**src/rtl/wrsu_pkg.sv**
```systemverilog
package wrsu_pkg;

    // register addresses on the special-function bus
    localparam logic [7:0] WRSU_WAKE_CONFIG_ADDR     = 8'hB5;
    localparam logic [7:0] WRSU_WAKE_FLAG_EXTRA_ADDR = 8'hCE;
    localparam logic [7:0] WRSU_RESET_CAUSE_ADDR     = 8'hEF;

    // wake_config field positions
    localparam int WRSU_CFG_SLEEP   = 7;
    localparam int WRSU_CFG_SUSPEND = 6;
    localparam int WRSU_CFG_CLEAR   = 5;
    localparam int WRSU_CFG_PINWK   = 4;

    // wake source index inside the flag and enable vectors
    localparam int WRSU_WK_FAIL  = 3;
    localparam int WRSU_WK_ALARM = 2;
    localparam int WRSU_WK_PMAT  = 1;
    localparam int WRSU_WK_COMP  = 0;

    // reset_cause field positions
    localparam int WRSU_RC_RTC    = 7;
    localparam int WRSU_RC_FLASH  = 6;
    localparam int WRSU_RC_COMP   = 5;
    localparam int WRSU_RC_SOFT   = 4;
    localparam int WRSU_RC_WDOG   = 3;
    localparam int WRSU_RC_MCD    = 2;
    localparam int WRSU_RC_SUPPLY = 1;
    localparam int WRSU_RC_PIN    = 0;

    // synchronised input index
    localparam int WRSU_IN_ALARM = 0;
    localparam int WRSU_IN_FAIL  = 1;
    localparam int WRSU_IN_PMAT  = 2;
    localparam int WRSU_IN_COMP  = 3;
    localparam int WRSU_IN_CAP   = 4;
    localparam int WRSU_IN_PIN   = 5;
    localparam int WRSU_IN_W     = 6;

    // reset values
    localparam logic [3:0] WRSU_WAKE_EN_RST = 4'h0;
    localparam logic [7:0] WRSU_CAUSE_POR   = 8'h02;
    localparam logic [7:0] WRSU_BYTE_ZERO   = 8'h00;

    // timing
    localparam int         WRSU_CLK_PERIOD_PS = 4000;
    localparam int         WRSU_PIN_HOLD_US   = 15;
    localparam int         WRSU_PIN_HOLD_CYC  =
        (WRSU_PIN_HOLD_US * 1000000 + WRSU_CLK_PERIOD_PS - 1) / WRSU_CLK_PERIOD_PS + 1;
    localparam logic [11:0] WRSU_PIN_HOLD_CNT = 12'(WRSU_PIN_HOLD_CYC);
    localparam logic [1:0]  WRSU_MASK_CYC     = 2'h2;

    // power state
    typedef enum logic [1:0] {
        WRSU_RUN,
        WRSU_SUSPEND,
        WRSU_SLEEP
    } wrsu_pstate_t;

    // rising edge of a sampled level
    function automatic logic wrsu_rise(input logic cur, input logic prev);
        return cur & ~prev;
    endfunction

endpackage

```
**src/rtl/wrsu_sync2.sv**
```systemverilog
`timescale 1ns/1ns
module wrsu_sync2 import wrsu_pkg::*; #(
    parameter int WIDTH = 1
) (
    // clock and reset
    input  wire logic             core_clk_i,
    input  wire logic             nrst_i,
    input  wire logic             ce_i,
    // asynchronous levels in, synchronised levels out
    input  wire logic [WIDTH-1:0] d_i,
    output logic      [WIDTH-1:0] q_o
);

    logic [WIDTH-1:0] meta_reg;   // first stage, read only by second

    // two-stage synchroniser
    always_ff @(posedge core_clk_i) begin
        if (!nrst_i) begin
            meta_reg <= '0;
            q_o      <= '0;
        end else if (ce_i) begin
            meta_reg <= d_i;
            q_o      <= meta_reg;
        end
    end

endmodule

```
**src/rtl/wrsu_core.sv**
```systemverilog
`timescale 1ns/1ns
// Behaviour
// - write sleep bit enters sleep mode
// - write suspend bit enters suspend mode
// - clear bit clears all wake flags
// - pin falling edge sets pin flag
// - clock-fail wake enable and flag
// - alarm wake enable and flag
// - port match wake enable and flag
// - comparator rise wake enable and flag
// - any flag set blocks low power
// - flags read zero two cycles after suspend
// - extra register: cap-sense enable and flag
// - rtc reset enable and cause flag
// - flash error reset cause flag
// - comparator reset enable and cause flag
// - soft reset force and cause flag
// - watchdog reset cause flag
// - missing clock enable and cause flag
// - supply reset enable, power-on flag
// - pin reset cause flag
// - reset cause register not safe for rmw: reads return flags, writes set enables and force soft reset
// - pin wakes sleep, stay awake 15 us
module wrsu_core import wrsu_pkg::*; (
    // clock, reset, enable
    input  wire logic       core_clk_i,
    input  wire logic       nrst_i,
    input  wire logic       ce_i,
    // special-function register port
    input  wire logic [7:0] sfr_addr_i,
    input  wire logic       sfr_wr_i,
    input  wire logic       sfr_rd_i,
    input  wire logic [7:0] sfr_wdata_i,
    output logic      [7:0] sfr_rdata_o,
    // asynchronous wake sources
    input  wire logic       rtc_alarm_i,
    input  wire logic       rtc_osc_fail_i,
    input  wire logic       port_match_i,
    input  wire logic       comparator_i,
    input  wire logic       cap_sense_i,
    input  wire logic       rst_pin_n_i,
    // same-domain reset sources
    input  wire logic       watchdog_ovf_i,
    input  wire logic       flash_err_i,
    input  wire logic       clock_missing_i,
    input  wire logic       supply_fail_i,
    // power and reset control
    output logic            sleep_o,
    output logic            suspend_o,
    output logic            lp_osc_keep_o,
    output logic            sys_reset_o,
    output logic            missing_clock_enable_o,
    output logic            supply_reset_enable_o
);

    logic [WRSU_IN_W-1:0] sync_q;          // synchronised sources
    logic [WRSU_IN_W-1:0] prev_reg;        // previous synchronised value
    wrsu_pstate_t         pstate_reg;      // power state
    logic [3:0]           wake_en_reg;     // wake source enables
    logic [4:0]           wake_flag_reg;   // pin flag and four source flags
    logic                 cap_en_reg;      // cap-sense wake enable
    logic                 cap_flag_reg;    // cap-sense wake flag
    logic [1:0]           mask_cnt_reg;    // flag read mask after suspend
    logic [11:0]          hold_cnt_reg;    // stay awake after pin wake
    logic [11:0]          pin_low_cnt_reg; // pin held low length
    logic                 rtc_rst_en_reg;  // rtc as reset source
    logic                 comp_rst_en_reg; // comparator as reset source
    logic [7:0]           cause_reg;       // last reset cause

    logic       wr_cfg, wr_extra, wr_cause;  // write decodes
    logic       rd_cfg, rd_extra, rd_cause;  // read decodes
    logic [4:0] set_flag;                    // flag set events
    logic       set_cap;                     // cap flag set event
    logic       flag_any;                    // any wake flag up
    logic       enter_ok;                    // low power may be entered
    logic       mask_on;                     // flags hidden
    logic [7:0] cause_next;                  // cause of a new reset
    logic       pin_fall;                    // falling edge on reset pin

    wrsu_sync2 #(.WIDTH(WRSU_IN_W)) u_sync (
        .core_clk_i (core_clk_i),
        .nrst_i     (nrst_i),
        .ce_i       (ce_i),
        .d_i        ({rst_pin_n_i, cap_sense_i, comparator_i,
                      port_match_i, rtc_osc_fail_i, rtc_alarm_i}),
        .q_o        (sync_q)
    );

    // address decode
    always_comb begin
        wr_cfg   = 1'b0;
        wr_extra = 1'b0;
        wr_cause = 1'b0;
        rd_cfg   = 1'b0;
        rd_extra = 1'b0;
        rd_cause = 1'b0;
        if (sfr_addr_i == WRSU_WAKE_CONFIG_ADDR) begin
            wr_cfg = sfr_wr_i;
            rd_cfg = sfr_rd_i;
        end else if (sfr_addr_i == WRSU_WAKE_FLAG_EXTRA_ADDR) begin
            wr_extra = sfr_wr_i;
            rd_extra = sfr_rd_i;
        end else if (sfr_addr_i == WRSU_RESET_CAUSE_ADDR) begin
            wr_cause = sfr_wr_i;
            rd_cause = sfr_rd_i;
        end
    end

    // wake events, each gated by its enable except the pin falling edge
    always_comb begin
        pin_fall = wrsu_rise(prev_reg[WRSU_IN_PIN], sync_q[WRSU_IN_PIN]);
        set_flag[WRSU_CFG_PINWK] = pin_fall;
        set_flag[WRSU_WK_FAIL]  = wake_en_reg[WRSU_WK_FAIL]
            & wrsu_rise(sync_q[WRSU_IN_FAIL], prev_reg[WRSU_IN_FAIL]);
        set_flag[WRSU_WK_ALARM] = wake_en_reg[WRSU_WK_ALARM]
            & wrsu_rise(sync_q[WRSU_IN_ALARM], prev_reg[WRSU_IN_ALARM]);
        set_flag[WRSU_WK_PMAT]  = wake_en_reg[WRSU_WK_PMAT]
            & wrsu_rise(sync_q[WRSU_IN_PMAT], prev_reg[WRSU_IN_PMAT]);
        set_flag[WRSU_WK_COMP]  = wake_en_reg[WRSU_WK_COMP]
            & wrsu_rise(sync_q[WRSU_IN_COMP], prev_reg[WRSU_IN_COMP]);
        // cap-sense unit stops in sleep, so it only wakes suspend
        set_cap = cap_en_reg & (pstate_reg != WRSU_SLEEP)
            & wrsu_rise(sync_q[WRSU_IN_CAP], prev_reg[WRSU_IN_CAP]);
    end

    // entry guard
    always_comb begin
        flag_any = (|wake_flag_reg) | cap_flag_reg;
        // flags, fresh events and the pin hold window all block entry
        enter_ok = !flag_any && !(|set_flag) && !set_cap
            && (hold_cnt_reg == 12'h000);
        mask_on  = (mask_cnt_reg != 2'h0);
    end

    // new reset cause, highest priority first
    always_comb begin
        cause_next = WRSU_BYTE_ZERO;
        if (supply_fail_i && supply_reset_enable_o) begin
            cause_next[WRSU_RC_SUPPLY] = 1'b1;
        end else if (!sync_q[WRSU_IN_PIN] && (pin_low_cnt_reg == WRSU_PIN_HOLD_CNT)) begin
            cause_next[WRSU_RC_PIN] = 1'b1;
        end else if (clock_missing_i && missing_clock_enable_o) begin
            cause_next[WRSU_RC_MCD] = 1'b1;
        end else if (watchdog_ovf_i) begin
            cause_next[WRSU_RC_WDOG] = 1'b1;
        end else if (flash_err_i) begin
            cause_next[WRSU_RC_FLASH] = 1'b1;
        end else if (comp_rst_en_reg
                     && wrsu_rise(sync_q[WRSU_IN_COMP], prev_reg[WRSU_IN_COMP])) begin
            cause_next[WRSU_RC_COMP] = 1'b1;
        end else if (rtc_rst_en_reg
                     && (wrsu_rise(sync_q[WRSU_IN_ALARM], prev_reg[WRSU_IN_ALARM])
                     || wrsu_rise(sync_q[WRSU_IN_FAIL], prev_reg[WRSU_IN_FAIL]))) begin
            cause_next[WRSU_RC_RTC] = 1'b1;
        end else if (wr_cause && sfr_wdata_i[WRSU_RC_SOFT]) begin
            cause_next[WRSU_RC_SOFT] = 1'b1;
        end
    end

    // edge history
    always_ff @(posedge core_clk_i) begin
        if (!nrst_i) begin
            prev_reg <= '0;
        end else if (ce_i) begin
            prev_reg <= sync_q;
        end
    end

    // wake enables, rewritten on every config write; cap enable on every extra write
    always_ff @(posedge core_clk_i) begin
        if (!nrst_i) begin
            wake_en_reg <= WRSU_WAKE_EN_RST;
            cap_en_reg  <= 1'b0;
        end else if (ce_i) begin
            if (wr_cfg) begin
                wake_en_reg <= sfr_wdata_i[3:0];
            end
            if (wr_extra) begin
                cap_en_reg <= sfr_wdata_i[0];
            end
        end
    end

    // wake flags: sticky, set wins over clear
    always_ff @(posedge core_clk_i) begin
        if (!nrst_i) begin
            wake_flag_reg <= 5'h00;
            cap_flag_reg  <= 1'b0;
        end else if (ce_i) begin
            if (wr_cfg && sfr_wdata_i[WRSU_CFG_CLEAR]) begin
                wake_flag_reg <= set_flag;
                cap_flag_reg  <= set_cap;
            end else begin
                wake_flag_reg <= wake_flag_reg | set_flag;
                cap_flag_reg  <= cap_flag_reg | set_cap;
            end
        end
    end

    // power state machine
    always_ff @(posedge core_clk_i) begin
        if (!nrst_i) begin
            pstate_reg   <= WRSU_RUN;
            sleep_o      <= 1'b0;
            suspend_o    <= 1'b0;
            mask_cnt_reg <= 2'h0;
        end else if (ce_i) begin
            if (mask_on) begin
                mask_cnt_reg <= mask_cnt_reg - 2'h1;
            end
            case (pstate_reg)
                WRSU_RUN: begin
                    if (wr_cfg && sfr_wdata_i[WRSU_CFG_SLEEP] && enter_ok) begin
                        pstate_reg <= WRSU_SLEEP;
                        sleep_o    <= 1'b1;
                    end else if (wr_cfg && sfr_wdata_i[WRSU_CFG_SUSPEND] && enter_ok) begin
                        pstate_reg <= WRSU_SUSPEND;
                        suspend_o  <= 1'b1;
                    end
                end
                WRSU_SUSPEND: begin
                    if ((|set_flag) || set_cap || (|cause_next)) begin
                        pstate_reg   <= WRSU_RUN;
                        suspend_o    <= 1'b0;
                        mask_cnt_reg <= WRSU_MASK_CYC;
                    end
                end
                WRSU_SLEEP: begin
                    if ((|set_flag) || (|cause_next)) begin
                        pstate_reg <= WRSU_RUN;
                        sleep_o    <= 1'b0;
                    end
                end
                default: begin
                    pstate_reg <= WRSU_RUN;
                    sleep_o    <= 1'b0;
                    suspend_o  <= 1'b0;
                end
            endcase
        end
    end

    // pin wake hold window and pin low length
    always_ff @(posedge core_clk_i) begin
        if (!nrst_i) begin
            hold_cnt_reg    <= 12'h000;
            pin_low_cnt_reg <= 12'h000;
        end else if (ce_i) begin
            if (pin_fall) begin
                hold_cnt_reg <= WRSU_PIN_HOLD_CNT;
            end else if (hold_cnt_reg != 12'h000) begin
                hold_cnt_reg <= hold_cnt_reg - 12'h001;
            end
            if (sync_q[WRSU_IN_PIN]) begin
                pin_low_cnt_reg <= 12'h000;
            end else if (pin_low_cnt_reg != WRSU_PIN_HOLD_CNT) begin
                pin_low_cnt_reg <= pin_low_cnt_reg + 12'h001;
            end
        end
    end

    // reset enables and reset cause
    always_ff @(posedge core_clk_i) begin
        if (!nrst_i) begin
            rtc_rst_en_reg         <= 1'b0;
            comp_rst_en_reg        <= 1'b0;
            missing_clock_enable_o <= 1'b0;
            supply_reset_enable_o  <= 1'b0;
            cause_reg              <= WRSU_CAUSE_POR;
            sys_reset_o            <= 1'b0;
        end else if (ce_i) begin
            sys_reset_o <= |cause_next;
            if (|cause_next) begin
                cause_reg <= cause_next;
            end
            // enable bits only; flag bits ignore writes
            if (wr_cause) begin
                rtc_rst_en_reg         <= sfr_wdata_i[WRSU_RC_RTC];
                comp_rst_en_reg        <= sfr_wdata_i[WRSU_RC_COMP];
                missing_clock_enable_o <= sfr_wdata_i[WRSU_RC_MCD];
                supply_reset_enable_o  <= sfr_wdata_i[WRSU_RC_SUPPLY];
            end
        end
    end

    // registered read data and oscillator keep-alive
    always_ff @(posedge core_clk_i) begin
        if (!nrst_i) begin
            sfr_rdata_o   <= WRSU_BYTE_ZERO;
            lp_osc_keep_o <= 1'b0;
        end else if (ce_i) begin
            lp_osc_keep_o <= flag_any;
            if (rd_cfg) begin
                // mode and clear bits read zero
                sfr_rdata_o <= {3'h0, mask_on ? 5'h00 : wake_flag_reg};
            end else if (rd_extra) begin
                sfr_rdata_o <= {7'h00, cap_flag_reg & !mask_on};
            end else if (rd_cause) begin
                sfr_rdata_o <= cause_reg;
            end else if (sfr_rd_i) begin
                sfr_rdata_o <= WRSU_BYTE_ZERO;
            end
        end
    end
endmodule

```
**config.mk**
```make
export PLATFORM = sky130hd
export DESIGN_NAME = wrsu_core
export DESIGN_NICKNAME = d
export VERILOG_FILES = /design/src/rtl/wrsu_pkg.sv /design/src/rtl/wrsu_sync2.sv /design/src/rtl/wrsu_core.sv
export SDC_FILE = /design/constraint.sdc
export NUM_CORES = 1
export LEC_CHECK = 0
export BUFFER_PORTS_ARGS = -buffer_cell sky130_fd_sc_hd__buf_2
export CAP_MARGIN = 0
export CORE_ASPECT_RATIO = 0.75
export CORE_MARGIN = 2
export CORE_UTILIZATION = 28
export DETAILED_ROUTE_END_ITERATION = 6
export PLACE_DENSITY = 0.53
export SKIP_LAST_GASP = 1
export SLEW_MARGIN = 20
export SYNTH_ARGS = -nofsm -noshare
export SYNTH_HDL_FRONTEND = slang
export SYNTH_SLANG_ARGS = --single-unit
export TNS_END_PERCENT = 30
```
**constraint.sdc**
```tcl
create_clock -name core_clk_i -period 3.9 [get_ports core_clk_i]
set_input_delay 0.39 -clock core_clk_i [delete_from_list [all_inputs] [get_ports core_clk_i]]
set_output_delay 0.39 -clock core_clk_i [all_outputs]
set_load 0.02 [all_outputs]
```
==> results by stage <==
Outcome:
- The flow ran to the end, and the final reports show no timing, DRC or antenna violations.

Global route:
- The first-pass GRT wire length is between 10000 and 15000 µm.
- Entering global routing, the biggest net connects 39 pins.
- Across every metal layer, demand over resource in global routing totals ~13%.
- The via count of the first global-routing pass was around 2900.
- In this run the most used layer during global routing was met1.
- Global routing used between 10% and 20% of the available met1 tracks.
- For met2 alone, demand over resource in global routing was around 18%.
- The remaining global-route overflow is 0.
- The met3 track demand over resource is 3.87%.
- The number of antenna violations at the first check in global routing is 0.

Hold path:
- The hold path depth is 3.
- The startpoint identified for the worst hold timing path is rst_pin_n_i.
- The class of the most critical hold timing path is in2reg.

Critical path:
- Of all nets on the critical path, the largest fanout is 12.
- The first element of the critical path is pin_low_cnt_reg[3]$_SDFFE_PN0P_.
- Following the worst setup path forward leads to its endpoint at cause_reg[2]$_SDFFE_PN0P_.
- The nature of the critical path startpoint is a flop.
- The worst setup path category is reg2reg.
- STA classifies the critical path endpoint as a flop.
- Data arrives at the worst endpoint at 2.80 ns.
- The cell count of the worst reg-to-reg path is 6.
- The startpoint of the most critical register-to-register path is pin_low_cnt_reg[3]$_SDFFE_PN0P_.
- The required time of the worst setup path is between 4 and 5 ns.
- The register-to-register setup slack is about 1.4 ns.
- The endpoint identified for the worst register-to-register timing path is cause_reg[2]$_SDFFE_PN0P_.

Place:
- The number of buffers added on ports is between 40 and 50.
- The placement-stage cell area is 0.00408 mm².
- The congestion estimate from routability-driven global placement came to 0.819.
- Prior to clock tree synthesis, the placed netlist has a worst setup slack of approximately 1.4 ns.
- After legalization and detailed placement, the total HPWL measured roughly 6400 µm.
- The number of instances in the placed design is between 600 and 700.

Clock tree:
- The TritonCTS sink count is 81.
- The number of resized instances in the post-cts repair step is 0.
- The H-tree was split into 3 levels.
- Clock-pin slew was measured on the worst setup and hold paths at ~0.06 ns.
- TritonCTS built the clock tree.
- After clock tree synthesis, the setup repair step added 0 buffers.
- The insertion delay to the later sink of the worst-skew pair is ~0.33 ns.
- The number of CTS-inserted buffers is 9.
- The total of hold buffers inserted after clock tree synthesis is 0.
- The cell sitting at the root of the clock tree is a sky130_fd_sc_hd__clkbuf_16.
- The clock tree buffer depth is 2.

Synthesis:
- The main flop type after synthesis is sky130_fd_sc_hd__dfxtp_1.
- Counting every instance in the synthesized netlist gives approximately 410.
- The yosys synthesis warning count is 0.
- The synthesized netlist occupies a cell area of about 0.0037 mm².
- In this run, synthesis inferred 0 flip-flops with an integrated enable.
- The number of synthesized register bits is 81.
- The fraction of the yosys area taken by sequential cells is 43.8%.
- Counting flops with an async set or reset pin after synthesis yields a share of 0%.
- Dividing the synthesized area by the synthesized cell count gives 9.06 µm².
- The post-synthesis cell type count is 45.
- When the netlist entered floorplanning its net count stood at about 440.

Timing:
- After layout, the worst setup slack is around 1.4 ns.
- For the pin with the worst max-slew slack, the measured transition is just under 0.7 ns.
- The worst path uses roughly 65% of the clock period.
- The maximum operating frequency is 396 MHz.
- Setup repair after global routing left no endpoint under its margin.
- The relative slew slack is ~53%.
- The final-report max-slew violation count is 0.
- Setup total negative slack on the finished layout was measured at 0 ns.
- Setup violations remaining at the end of the flow were counted as 0.
- The final period demand of the worst path is between 2 and 3 ns.
- The count of endpoints failing hold in the final timing report came to 0.
- The worst setup skew after layout is approximately 0.005 ns.

Drt:
- The per-cell routed wire length is around 14 µm.
- Across all layers, the routed design uses roughly 3000 vias.
- In this run, the number of DRC markers left after iteration 0 of detailed routing was about 210.
- Wires add up to between 8000 and 9000 µm.
- After detailed routing, the number of remaining DRC violations is 0.
- The number of vias per cell after detailed routing is just under 5.
- Once detail routing completed, the nets flagged for antenna violations numbered 0.
- The first-pass detailed-route iteration total is 4.

Floorplan:
- The initialized floorplan defines 36 standard-cell rows.
- The die height is just over 100 µm.
- The overall die area is 0.0142 mm².
- Once the floorplan was initialized, standard cells occupied between 20% and 30% of the core.
- Measured along the x axis, the die boundary spans around 140 µm.
- The core region is about 0.013 mm².
- 45 I/O pins were placed.

Cells and area:
- Fill cells in the final layout number 1363.
- The finished layout holds just over 600 standard cells, fillers aside.
- In the final layout, the share of cells above drive strength 1 is about 15%.
- The total area of multi-input combinational cells is a little under 0.002 mm².
- The area taken by flip-flops and latches is ~0.0016 mm².
- The area growth from synthesis to layout is 19.3%.
- The number of nets in the final layout is 480.
- With fillers left out, the area of the finished cells amounts to between 0.004 and 0.005 mm².
- The antenna diode count is 0.

Pwr:
- In this run the power spent charging and discharging nets is just under 0.0006 W.
- The cell leakage power is 1.73 nW.
- The share of power burned in registers is around two fifths.
- Cell internal power was estimated by the tool at approximately 0.0017 W.
- The worst ir drop on vdd is between 0.0002 and 0.00025 V.
- The power density over the cells is around 520 mW/mm².
- The switching portion of total power is about a quarter.
- The share of total power in combinational logic is around 17%.
- The share of power burned in the clock network is a little over two fifths.

Run:
- The number of max-cap violations is 0.
## kinds of logic (layout without fill, tap and decap cells)
group	Yosys count	in the layout	synth area share (%)
flops	81	81	43.8
mux	26	26	7.02
simple gates	193	193	29.3
fa+ha+maj	2	2	0.675
compound gates	62	62	12.3
buf+inv	29	72	3.24
xor+xnor	16	16	3.78
## power by group through the flow
stage | Combinational (W) | Clock [W] | Sequential [W]
after floorplan | 0.000297 | 0 | 0.000949
after global placement | 0.000370 | 0 | 0.000954
after detailed placement | 0.000376 | 0 | 0.000957
after CTS | 0.000379 | 0.000990 | 0.000940
after global routing | 0.000423 | 0.00103 | 0.000947
final | 0.000376 | 0.000968 | 0.000939
## layout make-up
class	instances	area share, %
Sequential cell	81	36.7
Inverter	9	0.764
Clock inverter	5	2.32
Timing Repair Buffer	47	5.49
Clock buffer	11	5.49
Multi-Input combinational cell	299	44.4
Tap cell	171	4.84
## worst min-delay path by stage
stage,slack (ns),end
6_report,0.32,u_sync.meta_reg[5]$_SDFFE_PN0P_
5_1_grt,0.31,wake_en_reg[3]$_SDFFE_PN0P_
4_1_cts,0.31,u_sync.meta_reg[1]$_SDFFE_PN0P_
3_5_place_dp,0.44,sleep_o$_SDFFE_PN0P_
3_3_place_gp,0.44,sleep_o$_SDFFE_PN0P_
2_1_floorplan,0.43,cause_reg[2]$_SDFFE_PN0P_
## metrics by stage
step	util (%)	hold WS, ns	total power (W)
after floorplan	-	0.431	0.00125
after global placement	31.4	0.436	0.00132
after detailed placement	31.4	0.438	0.00133
after CTS	34.1	0.311	0.00231
after global routing	34.1	0.315	0.00240
final	34.1	0.316	0.00228
## per-layer routing
metal	wire (µm)	vias up
met1	4700	1398
met4	60	0
li1	-	1517
met2	3430	70
met5	0	-
met3	538	9
## synth_stat cells (all sizes together) (7+ instances only)
cell | n | area, µm²
nor2b | 42 | 263
nor2 | 28 | 105
inv | 9 | 33.8
nand3 | 14 | 70.1
clkbuf | 16 | 60.1
a21oi | 10 | 50.1
a22oi | 7 | 52.6
a21boi | 20 | 150
nor3 | 7 | 35.0
mux2i | 26 | 260
xor2 | 9 | 78.8
o21ai | 9 | 48.8
nand2b | 11 | 68.8
nor4 | 12 | 90.1
dfxtp | 81 | 1620
xnor2 | 7 | 61.3
nand2 | 38 | 143
## critical path, cell delays in order (launching register included)
cell and delay [ns]:
sky130_fd_sc_hd__dfxtp_1 0.34, sky130_fd_sc_hd__or4b_4 0.55, sky130_fd_sc_hd__nor4_4 0.35, sky130_fd_sc_hd__or3_1 0.30, sky130_fd_sc_hd__o21ai_2 0.21, sky130_fd_sc_hd__or4b_1 0.57, sky130_fd_sc_hd__a21boi_1 0.15
## placed cells by master (no fill, tap or decap), types with 3 or more instances in the layout
cell,n
sky130_fd_sc_hd__nor3_1,7
sky130_fd_sc_hd__or4_1,4
sky130_fd_sc_hd__a32oi_1,3
sky130_fd_sc_hd__and2_1,4
sky130_fd_sc_hd__nand3_1,14
sky130_fd_sc_hd__or3_1,5
sky130_fd_sc_hd__o21ai_0,8
sky130_fd_sc_hd__o211ai_1,3
sky130_fd_sc_hd__xor2_1,9
sky130_fd_sc_hd__nand2b_1,11
sky130_fd_sc_hd__nand2_1,38
sky130_fd_sc_hd__nor2b_1,42
sky130_fd_sc_hd__inv_1,9
sky130_fd_sc_hd__xnor2_1,7
sky130_fd_sc_hd__dfxtp_1,81
sky130_fd_sc_hd__nand4_1,6
sky130_fd_sc_hd__a22oi_1,7
sky130_fd_sc_hd__buf_4,3
sky130_fd_sc_hd__a21oi_1,10
sky130_fd_sc_hd__mux2i_1,26
sky130_fd_sc_hd__a221oi_1,4
sky130_fd_sc_hd__o21a_1,3
sky130_fd_sc_hd__nor4_1,11
sky130_fd_sc_hd__nor2_1,28
sky130_fd_sc_hd__a21boi_0,19
sky130_fd_sc_hd__and3b_1,5
sky130_fd_sc_hd__clkbuf_16,9
sky130_fd_sc_hd__buf_2,44
sky130_fd_sc_hd__bufinv_16,3
sky130_fd_sc_hd__nor3b_1,6
Power figures use the tool's default switching activity.
